File: src/ccp_pkg.sv
// constants and carrier types of the capture/compare/pwm unit with timer2
package ccp_pkg;

  // ==========================================================
  // register indices (byte address is four times the index)
  localparam logic [7:0] IDX_FLAGS  = 8'h0C;
  localparam logic [7:0] IDX_T2CNT  = 8'h11;
  localparam logic [7:0] IDX_T2CTL  = 8'h12;
  localparam logic [7:0] IDX_VALLO  = 8'h15;
  localparam logic [7:0] IDX_VALHI  = 8'h16;
  localparam logic [7:0] IDX_UCTL   = 8'h17;
  localparam logic [7:0] IDX_ENAB   = 8'h8C;
  localparam logic [7:0] IDX_T2PER  = 8'h92;

  // ==========================================================
  // field positions
  localparam int FLAG_T2_BIT   = 1;
  localparam int FLAG_UNIT_BIT = 2;
  localparam int T2_ON_BIT     = 2;
  localparam int T2_POST_LSB   = 3;
  localparam int UCTL_DUTY_LSB = 4;

  // ==========================================================
  // reset values
  localparam logic [7:0] RST_BYTE  = 8'h00;
  localparam logic [7:0] RST_T2PER = 8'hFF;

  // ==========================================================
  // prescaler tops in oscillator clocks: 4 per count times 1, 4, 16
  localparam int OSC_PER_INSN = 4;
  localparam logic [5:0] PRE_TOP_1  = 6'(OSC_PER_INSN * 1 - 1);
  localparam logic [5:0] PRE_TOP_4  = 6'(OSC_PER_INSN * 4 - 1);
  localparam logic [5:0] PRE_TOP_16 = 6'(OSC_PER_INSN * 16 - 1);
  localparam logic [3:0] CAP_TOP_4  = 4'h3;
  localparam logic [3:0] CAP_TOP_16 = 4'hF;

  // ==========================================================
  // unit mode codes
  localparam logic [3:0] MODE_OFF   = 4'h0;
  localparam logic [3:0] MODE_CFALL = 4'h4;
  localparam logic [3:0] MODE_CRISE = 4'h5;
  localparam logic [3:0] MODE_CR4   = 4'h6;
  localparam logic [3:0] MODE_CR16  = 4'h7;
  localparam logic [3:0] MODE_KSET  = 4'h8;
  localparam logic [3:0] MODE_KCLR  = 4'h9;
  localparam logic [3:0] MODE_KSOFT = 4'hA;
  localparam logic [3:0] MODE_KTRIG = 4'hB;

  // classic wishbone request from the master
  typedef struct packed {
    logic        cyc;
    logic        stb;
    logic        we;
    logic [3:0]  sel;
    logic [9:0]  adr;
    logic [31:0] dat;
  } ccp_wb_req_t;

endpackage

File: src/ccp_unit.sv
// capture/compare/pwm unit with its timer2 time base and wishbone slave
//
// Our own choice: the Wishbone interface to the registers.
`timescale 1ns/1ps

// Overview of operation
// - timer2 is 8-bit, fed from osc/4 through a 1, 4 or 16 prescaler
// - timer2 counts up from 00h and returns to 00h after matching period
// - each timer2 match feeds a 1:1..1:16 postscaler setting timer2_flag
// - timer2 stops counting while timer2_on is clear
// - writes to count or control, and reset, clear both scalers
// - the pre-postscaler match pulse goes out to the serial port
// - unit register is 16 bits, low and high bytes readable and writable
// - capture copies timer1_count on fall, rise, 4th or 16th rise
// - a capture sets unit_event_flag until cleared; later ones overwrite
// - a port write that moves the pin may trigger a capture
// - capture prescaler is held clear when off or not capturing
// - direct switch between capture prescales keeps the count
// - compare match drives pin high, low or leaves it, and sets flag
// - writing zero to unit_control forces the output latch low
// - software interrupt compare only sets the flag
// - special trigger compare resets timer1, making a 16-bit period
// - pwm duty is copied to the high byte at cycle start; high read-only
// - pwm period is (period+1) * 4 osc * prescale
// - pwm high time is 10-bit duty * osc * prescale
// - standard resolution keeps duty_low_bits constant or zero
// - special trigger comes from mode code 1011
// - a timer1 write in the same cycle suppresses the special trigger
module ccp_unit
  import ccp_pkg::*;
#(
  parameter int T1_W = 16
) (
  // clock and reset
  input  wire logic              clk,
  input  wire logic              reset,
  // wishbone slave
  input  wire ccp_wb_req_t       wbReq,
  output      logic              wbAck_r,
  output      logic [31:0]       wbDat_r,
  // timer1 link
  input  wire logic [T1_W-1:0]   timer1Count,
  input  wire logic              timer1Write,
  output      logic              specialTrig_r,
  // unit pin and serial port
  input  wire logic              unitPinIn,
  output      logic              unitPinOut_r,
  output      logic              unitPinDrive_r,
  output      logic              t2Match_r,
  // flags and enables for the interrupt controller
  output      logic [7:0]        flags_r,
  output      logic [7:0]        enables_r
);

  // ==========================================================
  // elaboration check
  if (T1_W != 16) begin : gBadWidth
    $error("timer1 width must be 16");
  end

  // ==========================================================
  // decode helpers
  function automatic logic isCap(input logic [3:0] m);
    isCap = (m[3:2] == 2'b01);
  endfunction

  function automatic logic isCmp(input logic [3:0] m);
    isCmp = (m[3:2] == 2'b10);
  endfunction

  function automatic logic isPwm(input logic [3:0] m);
    isPwm = (m[3:2] == 2'b11);
  endfunction

  function automatic logic [5:0] preTop(input logic [1:0] s);
    preTop = (s == 2'b00) ? PRE_TOP_1 :
             (s == 2'b01) ? PRE_TOP_4 : PRE_TOP_16;
  endfunction

  // ==========================================================
  // registers
  logic [7:0]  t2Cnt_r;
  logic [7:0]  t2Per_r;
  logic [7:0]  t2Ctl_r;
  logic [7:0]  valLo_r;
  logic [7:0]  valHi_r;
  logic [7:0]  uCtl_r;
  logic [5:0]  preCnt_r;
  logic [3:0]  postCnt_r;
  logic [3:0]  capPre_r;
  logic [9:0]  dutySlave_r;
  logic        pinS1_r;
  logic        pinS2_r;
  logic        pinS3_r;
  logic        pinStable_r;
  logic        eqPrev_r;

  // ==========================================================
  // bus decode: a write takes effect on the edge where ack is high
  logic [7:0] idx;
  logic       busWr;
  logic [7:0] wd;
  assign idx   = wbReq.adr[9:2];
  assign wd    = wbReq.dat[7:0];
  assign busWr = wbReq.cyc & wbReq.stb & wbReq.we & wbReq.sel[0] & wbAck_r;

  logic wrT2Cnt, wrT2Ctl, wrLo, wrHi, wrUCtl, wrFlags;
  assign wrT2Cnt = busWr & (idx == IDX_T2CNT);
  assign wrT2Ctl = busWr & (idx == IDX_T2CTL);
  assign wrLo    = busWr & (idx == IDX_VALLO);
  assign wrHi    = busWr & (idx == IDX_VALHI);
  assign wrUCtl  = busWr & (idx == IDX_UCTL);
  assign wrFlags = busWr & (idx == IDX_FLAGS);

  logic [3:0] mode;
  assign mode = uCtl_r[3:0];

  // ==========================================================
  // timer2 prescaler, count and wrap
  logic t2On, tick, wrap, qStep;
  logic [1:0] quarter;
  assign t2On = t2Ctl_r[T2_ON_BIT];
  assign tick = t2On & (preCnt_r == preTop(t2Ctl_r[1:0]));
  assign wrap = tick & (t2Cnt_r == t2Per_r);

  // quarter phase is the top two bits of the prescaler span; qStep marks
  // the edge at which the extended count moves on
  always_comb begin
    case (t2Ctl_r[1:0])
      2'b00: begin
        quarter = preCnt_r[1:0];
        qStep   = t2On;
      end
      2'b01: begin
        quarter = preCnt_r[3:2];
        qStep   = t2On & (&preCnt_r[1:0]);
      end
      default: begin
        quarter = preCnt_r[5:4];
        qStep   = t2On & (&preCnt_r[3:0]);
      end
    endcase
  end

  // prescaler: cleared by writes to count or control
  always_ff @(posedge clk) begin
    if (reset || wrT2Cnt || wrT2Ctl) begin
      preCnt_r <= 6'h00;
    end else if (tick) begin
      preCnt_r <= 6'h00;
    end else if (t2On) begin
      preCnt_r <= preCnt_r + 6'h01;
    end
  end

  // count register; software write wins over counting
  always_ff @(posedge clk) begin
    if (reset) begin
      t2Cnt_r <= RST_BYTE;
    end else if (wrT2Cnt) begin
      t2Cnt_r <= wd;
    end else if (wrap) begin
      t2Cnt_r <= 8'h00;
    end else if (tick) begin
      t2Cnt_r <= t2Cnt_r + 8'h01;
    end
  end

  // postscaler counts matches up to the selected ratio
  always_ff @(posedge clk) begin
    if (reset || wrT2Cnt || wrT2Ctl) begin
      postCnt_r <= 4'h0;
    end else if (wrap) begin
      if (postCnt_r == t2Ctl_r[T2_POST_LSB +: 4]) begin
        postCnt_r <= 4'h0;
      end else begin
        postCnt_r <= postCnt_r + 4'h1;
      end
    end
  end

  logic postDone;
  assign postDone = wrap & (postCnt_r == t2Ctl_r[T2_POST_LSB +: 4]);

  // match pulse for the serial port, one cycle per wrap
  always_ff @(posedge clk) begin
    if (reset) begin
      t2Match_r <= 1'b0;
    end else begin
      t2Match_r <= wrap;
    end
  end

  // ==========================================================
  // pin synchroniser; a level counts once stages two and three agree
  // the pin wire carries the port latch too, so port writes capture
  always_ff @(posedge clk) begin
    if (reset) begin
      pinS1_r     <= 1'b0;
      pinS2_r     <= 1'b0;
      pinS3_r     <= 1'b0;
      pinStable_r <= 1'b0;
    end else begin
      pinS1_r <= unitPinIn;
      pinS2_r <= pinS1_r;
      pinS3_r <= pinS2_r;
      if (pinS2_r == pinS3_r) begin
        pinStable_r <= pinS3_r;
      end
    end
  end

  logic pinRise, pinFall;
  assign pinRise = (pinS2_r == pinS3_r) & pinS3_r & ~pinStable_r;
  assign pinFall = (pinS2_r == pinS3_r) & ~pinS3_r & pinStable_r;

  // ==========================================================
  // capture prescaler and event selection
  logic [3:0] capTop;
  logic       capEvt;
  assign capTop = (mode == MODE_CR4) ? CAP_TOP_4 : CAP_TOP_16;

  always_comb begin
    case (mode)
      MODE_CFALL: capEvt = pinFall;
      MODE_CRISE: capEvt = pinRise;
      MODE_CR4,
      MODE_CR16:  capEvt = pinRise & (capPre_r == capTop);
      default:    capEvt = 1'b0;
    endcase
  end

  // held clear outside capture; a switch between prescales keeps it
  always_ff @(posedge clk) begin
    if (reset || !isCap(mode)) begin
      capPre_r <= 4'h0;
    end else if (pinRise) begin
      capPre_r <= (capPre_r >= capTop) ? 4'h0 :
                  capPre_r + 4'h1;
    end
  end

  // ==========================================================
  // compare: act once per arrival at equality
  logic eq, cmpHit;
  assign eq     = ({valHi_r, valLo_r} == timer1Count);
  assign cmpHit = isCmp(mode) & eq & ~eqPrev_r;

  always_ff @(posedge clk) begin
    if (reset) begin
      eqPrev_r <= 1'b0;
    end else begin
      eqPrev_r <= eq;
    end
  end

  // special trigger; a same-cycle timer1 write takes precedence
  always_ff @(posedge clk) begin
    if (reset) begin
      specialTrig_r <= 1'b0;
    end else begin
      specialTrig_r <= cmpHit & (mode == MODE_KTRIG)
                       & ~timer1Write;
    end
  end

  // ==========================================================
  // unit value bytes; hardware loads win over software writes
  always_ff @(posedge clk) begin
    if (reset) begin
      valLo_r <= RST_BYTE;
      valHi_r <= RST_BYTE;
    end else if (capEvt) begin
      {valHi_r, valLo_r} <= timer1Count;
    end else begin
      if (wrLo) begin
        valLo_r <= wd;
      end
      if (isPwm(mode) && wrap) begin
        valHi_r <= valLo_r;
      end else if (wrHi && !isPwm(mode)) begin
        valHi_r <= wd;
      end
    end
  end

  // ==========================================================
  // pwm: full 10-bit duty is latched at each cycle start
  // the latch compares the next extended count, else the high time
  // would run one clock past duty steps
  logic [9:0] dutyNew, extCnt, extNxt;
  assign dutyNew = {valLo_r, uCtl_r[UCTL_DUTY_LSB +: 2]};
  assign extCnt  = {t2Cnt_r, quarter};
  assign extNxt  = extCnt + {9'h000, qStep};

  always_ff @(posedge clk) begin
    if (reset) begin
      dutySlave_r <= 10'h000;
    end else if (isPwm(mode) && wrap) begin
      dutySlave_r <= dutyNew;
    end
  end

  // ==========================================================
  // output latch shared by compare and pwm; separate from port latch
  always_ff @(posedge clk) begin
    if (reset || (wrUCtl && wd == 8'h00) || mode == MODE_OFF) begin
      unitPinOut_r <= 1'b0;
    end else if (isPwm(mode)) begin
      if (wrap) begin
        unitPinOut_r <= (dutyNew != 10'h000);
      end else if (extNxt == dutySlave_r) begin
        unitPinOut_r <= 1'b0;
      end
    end else if (cmpHit) begin
      if (mode == MODE_KSET) begin
        unitPinOut_r <= 1'b1;
      end else if (mode == MODE_KCLR) begin
        unitPinOut_r <= 1'b0;
      end
    end
  end

  // the pin is driven by the unit in pwm mode and in the set and clear compare modes
  always_ff @(posedge clk) begin
    if (reset) begin
      unitPinDrive_r <= 1'b0;
    end else begin
      unitPinDrive_r <= isPwm(mode) |
                        (isCmp(mode) & (mode[1] == 1'b0));
    end
  end

  // ==========================================================
  // control and period registers
  always_ff @(posedge clk) begin
    if (reset) begin
      t2Ctl_r <= RST_BYTE;
      t2Per_r <= RST_T2PER;
      uCtl_r  <= RST_BYTE;
    end else begin
      if (wrT2Ctl) begin
        t2Ctl_r <= {1'b0, wd[6:0]};
      end
      if (busWr && idx == IDX_T2PER) begin
        t2Per_r <= wd;
      end
      if (wrUCtl) begin
        uCtl_r <= {2'b00, wd[5:0]};
      end
    end
  end

  // ==========================================================
  // flags: a hardware set wins over a software clear in the same cycle
  logic unitSet;
  assign unitSet = capEvt | cmpHit;

  always_ff @(posedge clk) begin
    if (reset) begin
      flags_r   <= RST_BYTE;
      enables_r <= RST_BYTE;
    end else begin
      flags_r[FLAG_T2_BIT] <= postDone |
        (wrFlags ? wd[FLAG_T2_BIT] : flags_r[FLAG_T2_BIT]);
      flags_r[FLAG_UNIT_BIT] <= unitSet |
        (wrFlags ? wd[FLAG_UNIT_BIT] : flags_r[FLAG_UNIT_BIT]);
      if (busWr && idx == IDX_ENAB) begin
        enables_r <= {5'b00000, wd[2:1], 1'b0};
      end
    end
  end

  // ==========================================================
  // wishbone answer: ack one cycle after the strobe, dropped after
  always_ff @(posedge clk) begin
    if (reset) begin
      wbAck_r <= 1'b0;
      wbDat_r <= 32'h0000_0000;
    end else begin
      wbAck_r <= wbReq.cyc & wbReq.stb & ~wbAck_r;
      case (idx)
        IDX_FLAGS: wbDat_r <= {24'h000000, flags_r};
        IDX_T2CNT: wbDat_r <= {24'h000000, t2Cnt_r};
        IDX_T2CTL: wbDat_r <= {24'h000000, t2Ctl_r};
        IDX_VALLO: wbDat_r <= {24'h000000, valLo_r};
        IDX_VALHI: wbDat_r <= {24'h000000, valHi_r};
        IDX_UCTL:  wbDat_r <= {24'h000000, uCtl_r};
        IDX_ENAB:  wbDat_r <= {24'h000000, enables_r};
        IDX_T2PER: wbDat_r <= {24'h000000, t2Per_r};
        default:   wbDat_r <= 32'h0000_0000;
      endcase
    end
  end
endmodule

File: config.mk
export PLATFORM = sky130hd
export DESIGN_NAME = ccp_unit
export DESIGN_NICKNAME = d
export VERILOG_FILES = /design/src/ccp_pkg.sv /design/src/ccp_unit.sv
export SDC_FILE = /design/constraint.sdc
export NUM_CORES = 1
export LEC_CHECK = 0
export BUFFER_PORTS_ARGS = -buffer_cell sky130_fd_sc_hd__clkbuf_2
export CAP_MARGIN = 20
export CORE_ASPECT_RATIO = 0.5
export CORE_MARGIN = 4
export CORE_UTILIZATION = 30
export DETAILED_ROUTE_END_ITERATION = 10
export HOLD_SLACK_MARGIN = 0.03
export PLACE_DENSITY = 0.5
export SLEW_MARGIN = 20
export SYNTH_ARGS = -nofsm -noshare
export SYNTH_HDL_FRONTEND = slang
export SYNTH_SLANG_ARGS = --single-unit
File: constraint.sdc
create_clock -name clk -period 3.4 [get_ports clk]
set_input_delay 0.68 -clock clk [delete_from_list [all_inputs] [get_ports clk]]
set_output_delay 0.68 -clock clk [all_outputs]
set_load 0.005 [all_outputs]
# --- Yosys cells after proc, flatten, opt, wreduce, memory -nomap -nowiden ---
# Cells that the tools add are included.
# W data, S select, Z words.
word_totals:
  ram_bits: 0
  regBits: 115
  output_inout_bits: 53
  mem_count: 0
  elab_cells: 143
  inputBits: 69
  latch_bits: 0
  rom_bits: 0
classes:
  n_bitwise: 36
  muxes: 25
  n_addsub: 5
  multipliers: 0
  n_shift: 0
  order_cmp: 1
  reduce_logical: 26
  n_eq_ne: 27
  n_div: 0
op_table:
  columns: ["operator", "n"]
  rows:
  - ["$mux W8", 8]
  - ["$pmux W8 S8", 1]
  - ["$eq A8 B5 Y1 const B", 5]
  - ["$and A1 B1 Y1", 26]
  - ["$eq A16 B16 Y1", 1]
  - ["$eq A4 B3 Y1 const B", 4]
  - ["$eq A8 B8 Y1 const B", 2]
  - ["$eq A4 B4 Y1 const B", 3]
  - ["$mux W4", 3]
  - ["$mux W6", 2]
  - ["$add A10 B1 Y10", 1]
  - ["$eq A10 B10 Y1", 1]
  - ["$reduce_bool A10 Y1", 1]
  - ["$reduce_bool A3 Y1", 3]
  - ["$add A4 B1 Y4 const B", 2]
  - ["$add A8 B1 Y8 const B", 1]
  - ["$eq A4 B4 Y1", 2]
  - ["$eq A8 B4 Y1 const B", 1]
  - ["$eq A8 B8 Y1", 1]
  - ["$logic_not A8 Y1", 1]
  - ["$mux W1", 8]
  - ["$add A6 B1 Y6 const B", 1]
  - ["$eq A6 B6 Y1", 1]
  - ["$not A1 Y1", 6]
  - ["other kinds (19)", 35]

# --- Longest topological paths before layout ---
# Gate-level depths: netlist of the first run.
depth:
  ltp_word: 9
  ltp_mapped: 13
  ltp_nobuf: 13

# --- Least setup slack after synthesis of the first run ---
# No wires, ideal clock.
synth_path:
  path_type: "register to register"
  from: "register uCtl_r[2]"
  to: "register valHi_r[0]"
  path_stages_with_launch: 12
  path_slack_ns: 0.884
  required_ns: 3.314
  period_less_slack_ns: 2.516
  arrival_time_ns: 2.430
  path_buffers: 2
  setup_ns: 0.086
  cell_sequence: "dfxtp_1 clkbuf_1 nand2b_1 nor3b_1 ha_1 nand4_1 nor2_1 o21ba_2 clkbuf_1 nor2_1 o21ai_0 a211oi_1"
synth_via:
  elab_chain_len: 6
  word_cells_on_any_way: 16
  classes_between: "6 x eq/ne; 4 x mux; 1 x bitwise; 5 x reduce/logical"
synth_lines:
  columns: ["element", "line_no", "source"]
  rows:
  - ["from (decl)", "ccp_unit.sv:87", "logic [7:0] uCtl_r;"]
  - ["from (signal assigned)", "ccp_unit.sv:349", "uCtl_r <= {2'b00, wd[5:0]};"]
  - ["$eq A4 B3 Y1", "ccp_unit.sv:221, ccp_unit.sv:224", null]
  - ["$mux W4", "ccp_unit.sv:221", "assign capTop = (mode == MODE_CR4) ? CAP_TOP_4 : CAP_TOP_16;"]
  - ["$eq A4 B4 Y1", "ccp_unit.sv:228", "MODE_CR16: capEvt = pinRise & (capPre_r == capTop);"]
  - ["$and A1 B1 Y1", "ccp_unit.sv:228", null]
  - ["$pmux W1 S3", "ccp_unit.sv:224", "case (mode)"]
  - ["$reduce_bool A3 Y1 (no line) or $mux W8 (tied branches)", null, null]
  - ["to (signal assigned)", "ccp_unit.sv:274", "{valHi_r, valLo_r} <= timer1Count;"]
  - ["to (signal assigned)", "ccp_unit.sv:280", "valHi_r <= valLo_r;"]
  - ["to (signal assigned)", "ccp_unit.sv:282", "valHi_r <= wd;"]
  - ["to (decl)", "ccp_unit.sv:86", "logic [7:0] valHi_r;"]
# Parallel ways exist; a longest one is shown, timed or not.
# A chain may end at the register's enable or synchronous reset.

# --- Final worst setup path of the first run ---
layout_path:
  from: "register t2Ctl_r[1]"
  to: "register t2Cnt_r[2]"
layout_via:
  elab_chain_len: 8
  word_cells_on_any_way: 10
  classes_between: "2 x eq/ne; 4 x mux; 2 x bitwise; 2 x reduce/logical"
layout_lines:
  columns: ["element", "line_no", "source"]
  rows:
  - ["from (decl)", "ccp_unit.sv:84", "logic [7:0] t2Ctl_r;"]
  - ["from (signal assigned)", "ccp_unit.sv:343", "t2Ctl_r <= {1'b0, wd[6:0]};"]
  - ["$eq A2 B1 Y1", "ccp_unit.sv:77", "(s == 2'b01) ? PRE_TOP_4 : PRE_TOP_16;"]
  - ["$mux W6", "ccp_unit.sv:77", null]
  - ["$mux W6 (*)", "ccp_unit.sv:76", "preTop = (s == 2'b00) ? PRE_TOP_1 :"]
  - ["$eq A6 B6 Y1 (*)", "ccp_unit.sv:123", "assign tick = t2On & (preCnt_r == preTop(t2Ctl_r[1:0]));"]
  - ["$and A1 B1 Y1 (*)", "ccp_unit.sv:123", null]
  - ["$and A1 B1 Y1", "ccp_unit.sv:124", "assign wrap = tick & (t2Cnt_r == t2Per_r);"]
  - ["$mux W8", "ccp_unit.sv:162", "end else if (wrap) begin"]
  - ["$mux W8", "ccp_unit.sv:160", "end else if (wrT2Cnt) begin"]
  - ["to (signal assigned)", "ccp_unit.sv:161", "t2Cnt_r <= wd;"]
  - ["to (signal assigned)", "ccp_unit.sv:165", "t2Cnt_r <= t2Cnt_r + 8'h01;"]
  - ["to (decl)", "ccp_unit.sv:82", "logic [7:0] t2Cnt_r;"]
# Every way passes the cells marked *; elsewhere a longest branch is shown, timed or not.

==> summary.txt, run 1 <==
Worst setup path
  – Worst flop-to-flop path endpoint: t2Cnt_r[2]
  – FF-to-FF Start: t2Ctl_r[1]
  – Worst Path Buf+Inv: 0
  – Crit-path leading delay family: simple AND/OR/NAND/NOR gates
  – CP max stage delay: 540 ps
  – Crit-path max FO: 13
  – Crit end category: flop
  – Worst-path cell chain: or4_1 > a221o_1 > nor3_4 > nand2b_1 > o21ai_0 > a222oi_1 > nor2_1
  – R2r worst-path depth: 7
  – Slowest CP cell: a221o_1
  – Critical Path AT: 3120 ps
  – Required time worst endpoint: between 3000 and 4000 ps
  – Setup Crit Path Kind: flop to flop
  – CP startpoint kind: flop
  – Reg2Reg Setup Slack: just over 500 ps

Finish
  – N_diodes: 0
  – Layout Area Growth over Synthesis: 14.4%
  – Finished Layout Cells: 902
  – Layout cells sized above 1: 0.156
  – Layout net count: 750

Floorplan
  – I/O pins: around 120
  – Initial Utilization: 0.313
  – Die Y: roughly 100 um
  – DIE WIDTH: 195 um
  – Core area: 16800 um2
  – Die ar.: 19800 um2
  – # rows: 33

Clocking
  – Post-CTS Hold Buffers: 0
  – H-Tree Depth: 3
  – # clock sinks: between 90 and 100
  – Clock Tree Buf Depth: 2
  – Post-CTS Repair Setup Buffers: 0
  – Clk Latency, worst-skew pair: approximately 350 ps
  – Clk slew on worst S/H paths: 70 ps
  – TritonCTS clock tree: done
  – CTS root buf: clkbuf_16
  – Post-cts sizing count: 0
  – Inserted Clock Buffers: 9

Pwr
  – Sw frac: 0.223
  – Power share of the clock group: 0.496
  – Lkg Pwr: 2.30 nW
  – Gate power share: 0.048
  – Total power: 2.35 mW
  – Internal Power: between 1.5 and 2 mW
  – Max VDD drop: 0.225 mV
  – Net Sw Power: 0.524 mW
  – Sequential share of power: 0.456
  – Cell Pwr Density: 391 nW/um2

GRT
  – Initial antenna violation count: 0
  – Total grt overflow: 0
  – First-pass GRT wire length: ~24000 um
  – Largest net degree at the start of global routing: 38
  – Gr usage total: 0.157
  – Vias in the first global route: 4314

Logic synthesis
  – Async set-reset flop share out of synthesis: 0
  – Yosys cell types: 53
  – Number of synthesized flops with an enable pin: 0
  – Mapped Area: 5240 um2
  – Sequential fraction of the synthesis area: 0.348
  – Main synth FF type: dfxtp_1
  – Seq cells post-synth: 91
  – Syn avg cell area: 8.40 um2
  – Syn. warnings: 0
  – Synth Instances: 624

Route
  – Vias: 4531
  – DRC: 0
  – Detailed-router iteration count before antenna repair: 5
  – Post-DR vias/cell: 5.02
  – Final ANT Viol Nets: 0
  – DR iter-0 viols: between 300 and 400
  – Routed len/inst: between 15 and 20 um
  – Routed wire length: 15600 um

Worst hold path
  – Worst hold endpoint: pinS2_r
  – Worst Hold Depth: 1
  – Min-delay src: pinS1_r
  – Worst hold-check path type: flop to flop

Flow run
  – Max-cap violation count: 0

STA
  – Final period util: 0.852
  – TNS Setup: 0 ps
  – Min Clock Period, post-route: 2900 ps
  – Max-slew headroom: 0.506
  – Fin Clk Skew: 7.39 ps
  – Final setup fails: 0
  – Worst-margin pin slew: 740 ps
  – Final count of hold timing violations: 0
  – Fmax: between 300 and 400 MHz
  – Final max-slew violation count: 0
  – RSZ-0062 raised after global routing: no

Placement
  – Post-DP HPWL: 11600 um
  – Placed cell count: ~890
  – Port-buffer cells: 56
  – Final RePlAce weighted congestion: slightly below 0.9

Status
  – Status: finished clean
## state kept, by name, indices dropped and copies added (netlist names), 2 cells and up
| register | flops |
|---|---|
| enables_r | 2 |
| wbDat_r | 8 |
| dutySlave_r | 10 |
| valLo_r | 8 |
| valHi_r | 8 |
| capPre_r | 4 |
| uCtl_r | 6 |
| t2Per_r | 8 |
| postCnt_r | 4 |
| flags_r | 2 |
| t2Cnt_r | 8 |
| t2Ctl_r | 7 |
| preCnt_r | 6 |
## layout by cell type, fill, tap and decap left out, drive strengths merged, types with 2 or more instances in the layout
| cell type | n |
|---|---|
| a211oi | 9 |
| mux2 | 7 |
| mux2i | 40 |
| a221oi | 8 |
| bufinv | 3 |
| nor4 | 18 |
| nor2 | 100 |
| or4b | 2 |
| o21ai | 18 |
| clkbuf | 66 |
| a211o | 8 |
| nor3 | 11 |
| nand2b | 9 |
| nor3b | 3 |
| a22oi | 17 |
| ha | 11 |
| xor2 | 30 |
| buf | 17 |
| nand2 | 34 |
| o211ai | 2 |
| clkinv | 2 |
| nor2b | 19 |
| xnor2 | 22 |
| o31ai | 3 |
| nand3 | 12 |
| a222oi | 7 |
| a21o | 2 |
| or3 | 2 |
| nand4 | 10 |
| dfxtp | 91 |
| nand3b | 2 |
| and2 | 2 |
| a21oi | 27 |
| conb | 36 |
| inv | 9 |
| and3 | 5 |
## worst max-delay path by stage
stage | slack, ps | depth (start not counted) | to | start
after floorplan | 880 | 11 | valHi_r[0] | uCtl_r[2]
after global placement | 560 | 7 | unitPinOut_r | timer1Count[3]
after detailed placement | 560 | 7 | t2Cnt_r[4] | t2Ctl_r[1]
after CTS | 530 | 7 | t2Cnt_r[4] | t2Ctl_r[1]
after global routing | 230 | 11 | unitPinOut_r | t2Ctl_r[0]
final | 500 | 7 | t2Cnt_r[2] | t2Ctl_r[1]
## cell type report
cell class                 instances  area, um2
clock buffer                      10        229
clock inverter                     6        113
fill                            1766      10800
inverter                           8       30.0
multi-input combinational        487       3110
sequential                        91       1820
tap                              227        284
timing repair buffer              73        408
## metrics by stage
step	setup slack, ps	utilization	area [um2]	hold slack [ps]
after CTS	529	0.358	6000	446
final	504	0.358	6000	439
after floorplan	884	-	5370	414
after global placement	563	0.337	5650	427
after global routing	234	0.358	6000	477
after detailed placement	562	0.337	5650	430
## cell usage after synthesis, drive strengths merged (3+ instances only)
cell type | count | area (um2)
mux2i | 40 | 400
a221oi | 8 | 70.1
a222oi | 7 | 70.1
xor2 | 30 | 263
o31ai | 3 | 22.5
buf | 41 | 299
clkbuf | 32 | 120
a211oi | 9 | 72.6
nor2 | 100 | 375
xnor2 | 22 | 193
nor2b | 19 | 119
nand4 | 10 | 62.6
nor3 | 11 | 71.3
o21ai | 18 | 90.1
inv | 8 | 30.0
nor3b | 3 | 22.5
a21oi | 27 | 135
nand2b | 9 | 56.3
and3 | 5 | 31.3
nor4 | 18 | 125
nand3 | 12 | 60.1
dfxtp | 91 | 1820
ha | 11 | 138
a211o | 8 | 70.1
nand2 | 34 | 130
mux2 | 7 | 78.8
a22oi | 17 | 128
## power groups by stage
stage,combinational (mW),sequential [mW],clock [mW]
after floorplan,0.0835,1.09,0
after global placement,0.111,1.09,0
after detailed placement,0.111,1.09,0
after CTS,0.112,1.07,1.19
after global routing,0.126,1.07,1.22
final,0.113,1.07,1.16
## cells by family after synthesis
family | count (synthesis) | synth area share
simple gates | 232 | 0.217
flops | 91 | 0.348
xor+xnor | 52 | 0.0869
buf+inv | 81 | 0.0857
other cells | 1 | 0.000715
mux | 47 | 0.0914
compound gates | 109 | 0.145
fa+ha+maj | 11 | 0.0263
## metal layers
| layer | part of all wire | GRT usage | up-vias | wire [um] |
|---|---|---|---|---|
| met5 | 0 | 0 | - | 0 |
| met4 | 0.016 | 0.0477 | 0 | 252 |
| met3 | 0.049 | 0.0286 | 21 | 768 |
| met2 | 0.44 | 0.242 | 123 | 6800 |
| met1 | 0.50 | 0.225 | 2173 | 7780 |
| li1 | - | - | 2214 | - |
Power figures use the tool's default switching activity.
==> run 2: changes to the inputs <==
==> constraint.sdc (replaced) <==
create_clock -name clk -period 3.4 [get_ports clk]
set_input_delay 0.17 -clock clk [delete_from_list [all_inputs] [get_ports clk]]
set_output_delay 0.17 -clock clk [all_outputs]
set_load 0.005 [all_outputs]
==> run 2 against run 1 <==
  * Cell area down 0.13%
  * Die area unchanged
  * Worst hold slack worse by 380 ps
  * Utilization about the same
  * Combinational power about the same
==> summary.txt, run 2 (synthesized netlist as in run 1, its figures left out) <==
Status
  – Status: finished clean

STA
  – Worst-margin pin slew: 870 ps
  – Final period util: 0.854
  – Final max-slew violation count: 0
  – Max-slew headroom: 0.420
  – Min Clock Period, post-route: 2900 ps
  – Fmax: approximately 340 MHz
  – RSZ-0062 raised after global routing: no
  – TNS Setup: 0 ps
  – Final count of hold timing violations: 0
  – Final setup fails: 0
  – Fin Clk Skew: 7.39 ps

Finish
  – Layout cells sized above 1: 0.153
  – Layout net count: 750
  – Fillers: 1735
  – Final instance area: 5990 um2
  – Multi-input gate area: 3110 um2
  – Commonest non-fill, non-tap cell in the layout: nor2_1
  – Layout Area Growth over Synthesis: 14.3%
  – Largest register FFs: 10
  – Largest Register: dutySlave_r
  – Sequential cell area: about 1800 um2
  – N_diodes: 0
  – Most frequent cells in the layout: 100 x nor2_1, 91 x dfxtp_1, 56 x clkbuf_2

Clocking
  – Clk Latency, worst-skew pair: 340 ps
  – Clk slew on worst S/H paths: around 60 ps
  – Post-CTS Repair Setup Buffers: 0
  – CTS root buf: clkbuf_16
  – Clock Tree Buf Depth: 2
  – H-Tree Depth: 3
  – # clock sinks: a little over 90
  – Post-CTS Hold Buffers: 1
  – TritonCTS clock tree: done
  – Post-cts sizing count: 0
  – Inserted Clock Buffers: 9

Worst setup path
  – Setup Crit Path Kind: flop to flop
  – CP max stage delay: 540 ps
  – Slowest CP cell: a221o_1
  – Launch point of the worst path: t2Ctl_r[0]
  – Crit-path leading delay family: simple AND/OR/NAND/NOR gates
  – Worst-path cell chain: or4_1 > a221o_1 > nor3_4 > nand2b_1 > o21ai_0 > a222oi_1 > nor2_1
  – Required time worst endpoint: 3600 ps
  – Critical Path AT: 3100 ps
  – FF-to-FF Start: t2Ctl_r[0]
  – Crit-path max FO: 9
  – Reg2Reg Setup Slack: around 500 ps
  – Crit end category: flop
  – Worst flop-to-flop path endpoint: t2Cnt_r[5]
  – R2r worst-path depth: 7
  – Worst Path Buf+Inv: 0
  – CP startpoint kind: flop

GRT
  – Initial antenna violation count: 0
  – Gr usage total: 0.159
  – Total grt overflow: 0
  – First-pass GRT wire length: 24400 um
  – Vias in the first global route: about 4300
  – Largest net degree at the start of global routing: 39

Pwr
  – Total power: 2.32 mW
  – Cell Pwr Density: 387 nW/um2
  – Max VDD drop: 0.231 mV
  – Lkg Pwr: 2.29 nW

Route
  – Routed len/inst: 17.3 um
  – DR iter-0 viols: 400
  – Final ANT Viol Nets: 0
  – Detailed-router iteration count before antenna repair: 6
  – Post-DR vias/cell: 5.02
  – Vias: 4525
  – Routed wire length: 15600 um
  – DRC: 0

Floorplan
  – # rows: 33
  – DIE WIDTH: around 190 um
  – I/O pins: 122
  – Initial Utilization: 0.313
  – Die Y: 101 um
  – Die ar.: 19800 um2
  – Core area: 16800 um2

Placement
  – Port-buffer cells: 56
  – Final RePlAce weighted congestion: between 0.8 and 0.9
  – Placement Cell Area: 5650 um2
  – Post-DP HPWL: about 12000 um

Worst hold path
  – Worst hold-check path type: input pin to flop
  – Worst hold endpoint: wbAck_r
  – Worst Hold Depth: 3
  – Min-delay src: wbReq[47]

Flow run
  – Max-cap violation count: 0
[run 2: cell count changes in the layout (fill, tap and decap cells not counted), sizes merged]
cell and delta:
clkinv -1, buf -1, clkinvlp +1, inv -1, dlygate4sd3 +1
[run 2: worst reg2reg max path: cells and delay by family (launching register included)]
kind | cells | cell delay [ps]
compound gates | 3 | 930
simple gates | 4 | 1450
flops | 1 | 390
[run 2: layer usage]
metal,up-vias,wire [um],global-route usage
met5,-,0,0
met1,2143,7770,0.230
li1,2218,-,-
met3,17,910,0.0289
met2,147,6770,0.244
met4,0,172,0.0418
[run 2: layout make-up]
class                   instances  share of cell area
clock buffers                  10              0.0382
clock inverters                 5              0.0171
inverters                       8             0.00501
multi-input cells             487               0.519
flip-flops and latches         91               0.304
well taps                     227              0.0474
repair buffers                 73              0.0685
[run 2: worst max-delay path by stage]
stage | end | slack, ps | cells past startpoint
global route | unitPinOut_r | 230 | 11
floorplan | valHi_r[0] | 880 | 11
finish | t2Cnt_r[5] | 500 | 7
global placement | t2Cnt_r[7] | 580 | 7
detailed placement | t2Cnt_r[7] | 560 | 7
CTS | t2Cnt_r[7] | 540 | 7
[run 2: per-stage QoR]
stage / hold slack, ps / setup slack, ps / utilization / instances
2_1_floorplan: 247 / 884 / - / 659
3_3_place_gp: 348 / 581 / 0.337 / 885
3_5_place_dp: 346 / 558 / 0.337 / 885
4_1_cts: 52.7 / 539 / 0.357 / 901
5_1_grt: 90.6 / 230 / 0.357 / 901
6_report: 54.5 / 497 / 0.357 / 901
[run 2: power breakdown]
group          switching [mW]  internal (mW)
sequential            0.00130           1.07
combinational          0.0804         0.0340
clock                   0.419          0.713
==> run 3: changes to the inputs <==
--- a/config.mk
+++ b/config.mk
@@ -10,6 +10,7 @@
 export CORE_ASPECT_RATIO = 0.5
 export CORE_MARGIN = 4
 export CORE_UTILIZATION = 30
+export CTS_BUF_LIST = sky130_fd_sc_hd__clkbuf_8
 export DETAILED_ROUTE_END_ITERATION = 10
 export HOLD_SLACK_MARGIN = 0.03
 export PLACE_DENSITY = 0.5
==> run 3 against run 2 <==
  * Sequential cell count is the same
  * Clock power shrank 23%
  * Total power shrank 11%
  * Via count grew 1.3%
  * Sequential power is essentially flat
  * First-iteration DRC count grew 0.75%
  * Worst hold slack gained 57 ps
  * Critical path type unchanged
  * Largest cell class unchanged
  * Largest power group is now sequential cells
==> summary.txt, run 3 (synthesized netlist as in run 1, its figures left out) <==
Worst setup path
  – CP max stage delay: between 500 and 600 ps
  – Critical Path AT: 3100 ps
  – FF-to-FF Start: t2Ctl_r[0]
  – Worst Path Buf+Inv: 0
  – Required time worst endpoint: 3630 ps
  – Crit-path leading delay family: simple AND/OR/NAND/NOR gates
  – Worst-path cell chain: or4_1 > a221o_1 > nor3_4 > nand2b_1 > o21ai_0 > a222oi_1 > nor2_1
  – Worst flop-to-flop path endpoint: t2Cnt_r[7]
  – R2r worst-path depth: 7
  – Slowest CP cell: nor3_4
  – CP startpoint kind: flop
  – Crit end category: flop
  – Setup Crit Path Kind: flop to flop
  – Crit-path max FO: 9
  – Reg2Reg Setup Slack: 530 ps

STA
  – RSZ-0062 raised after global routing: no
  – Final period util: 0.845
  – Min Clock Period, post-route: 2870 ps
  – TNS Setup: 0 ps
  – Final setup fails: 0
  – Final count of hold timing violations: 0
  – Fin Clk Skew: 5.85 ps
  – Worst-margin pin slew: 876 ps
  – Fmax: around 350 MHz
  – Max-slew headroom: 0.416
  – Final max-slew violation count: 0

Placement
  – Placement Cell Area: 5650 um2
  – Port-buffer cells: 56
  – Final RePlAce weighted congestion: 0.866
  – Post-DP HPWL: 11500 um

Flow run
  – Max-cap violation count: 0

Route
  – Final ANT Viol Nets: 0
  – DRC: 0
  – WL met1: 7610 um
  – DR iter-0 viols: 403
  – Vias: between 4000 and 5000
  – Post-DR vias/cell: around 5.1
  – Metal2 WL: 6880 um
  – Routed len/inst: 17.4 um
  – Top Layer Used: met4
  – Detailed-router iteration count before antenna repair: 6
  – Met3 wire length: 1010 um
  – Routed wire length: 15700 um

GRT
  – First-pass GRT wire length: 24500 um
  – Largest net degree at the start of global routing: 39
  – Gr usage total: 0.159
  – Initial antenna violation count: 0
  – Vias in the first global route: 4319
  – Total grt overflow: 0

Clocking
  – Clk Latency, worst-skew pair: 370 ps
  – H-Tree Depth: 3
  – Post-CTS Repair Setup Buffers: 0
  – Clock Tree Buf Depth: 2
  – Inserted Clock Buffers: 9
  – TritonCTS clock tree: done
  – Post-cts sizing count: 0
  – Clk slew on worst S/H paths: 90 ps
  – CTS root buf: clkbuf_8
  – # clock sinks: 91
  – Post-CTS Hold Buffers: 4

Status
  – Status: finished clean

Finish
  – Commonest non-fill, non-tap cell in the layout: nor2_1
  – Final instance area: 5920 um2
  – Most frequent cells in the layout: 100 x nor2_1, 91 x dfxtp_1, 56 x clkbuf_2
  – Largest Register: dutySlave_r
  – Fillers: roughly 1700
  – Layout cells sized above 1: 0.152
  – Sequential cell area: 1820 um2
  – Largest register FFs: 10
  – Multi-input gate area: between 3000 and 4000 um2
  – N_diodes: 0
  – Layout net count: 753
  – Layout Area Growth over Synthesis: 12.9%

Floorplan
  – DIE WIDTH: 195 um
  – Initial Utilization: 0.313
  – # rows: 33
  – I/O pins: 122
  – Die Y: 101 um
  – Core area: 16800 um2
  – Die ar.: a little under 20000 um2

Worst hold path
  – Worst Hold Depth: 2
  – Min-delay src: wbReq[7]
  – Worst hold-check path type: input pin to flop
  – Worst hold endpoint: t2Per_r[7]

Pwr
  – Cell Pwr Density: between 300 and 400 nW/um2
  – Lkg Pwr: 2.26 nW
  – Max VDD drop: ~0.15 mV
## run 3: cell types whose count changed in the layout (fill, tap and decap cells not counted)
cell	change
clkbuf_1	-1
clkbuf_8	+9
inv_1	+1
clkbuf_16	-9
dlygate4sd3_1	+3
## run 3: how the worst max path moves through the flow
stage	start	to	slack (ps)	cells after the start
after floorplan	uCtl_r[2]	valHi_r[0]	880	11
after global placement	t2Ctl_r[1]	t2Cnt_r[7]	580	7
after detailed placement	t2Ctl_r[0]	t2Cnt_r[7]	560	7
after CTS	t2Ctl_r[0]	t2Cnt_r[7]	540	7
after global routing	t2Ctl_r[0]	unitPinOut_r	220	11
final	t2Ctl_r[0]	t2Cnt_r[7]	530	7
## run 3: final cells by class
cell class	count	share of cell area
clock buffer	9	0.0209
clock inverter	6	0.0180
inverter	8	0.00508
tap	227	0.0480
timing repair buffer	76	0.0744
sequential	91	0.308
multi-input combinational	487	0.526
## run 3: metrics by stage
stage | hold WS, ps | setup slack [ps] | cells | util | total power [mW]
after floorplan | 247 | 884 | 659 | - | 1.18
after global placement | 348 | 581 | 885 | 0.337 | 1.20
after detailed placement | 346 | 558 | 885 | 0.337 | 1.21
after CTS | 105 | 535 | 904 | 0.353 | 2.09
after global routing | 110 | 221 | 904 | 0.353 | 2.14
final | 111 | 526 | 904 | 0.353 | 2.06
## run 3: routing by layer
metal  up-vias  global-route usage
met1      2179               0.231
met4         0              0.0450
met2       159               0.245
li1       2222                   -
met5         -                   0
met3        23              0.0256
## run 3: where the power goes
group          switching [mW]  internal (mW)  total [mW]
Sequential            0.00134           1.07        1.07
Clock                   0.390          0.481       0.870
Combinational          0.0806         0.0362       0.117
Total                   0.472           1.58        2.06
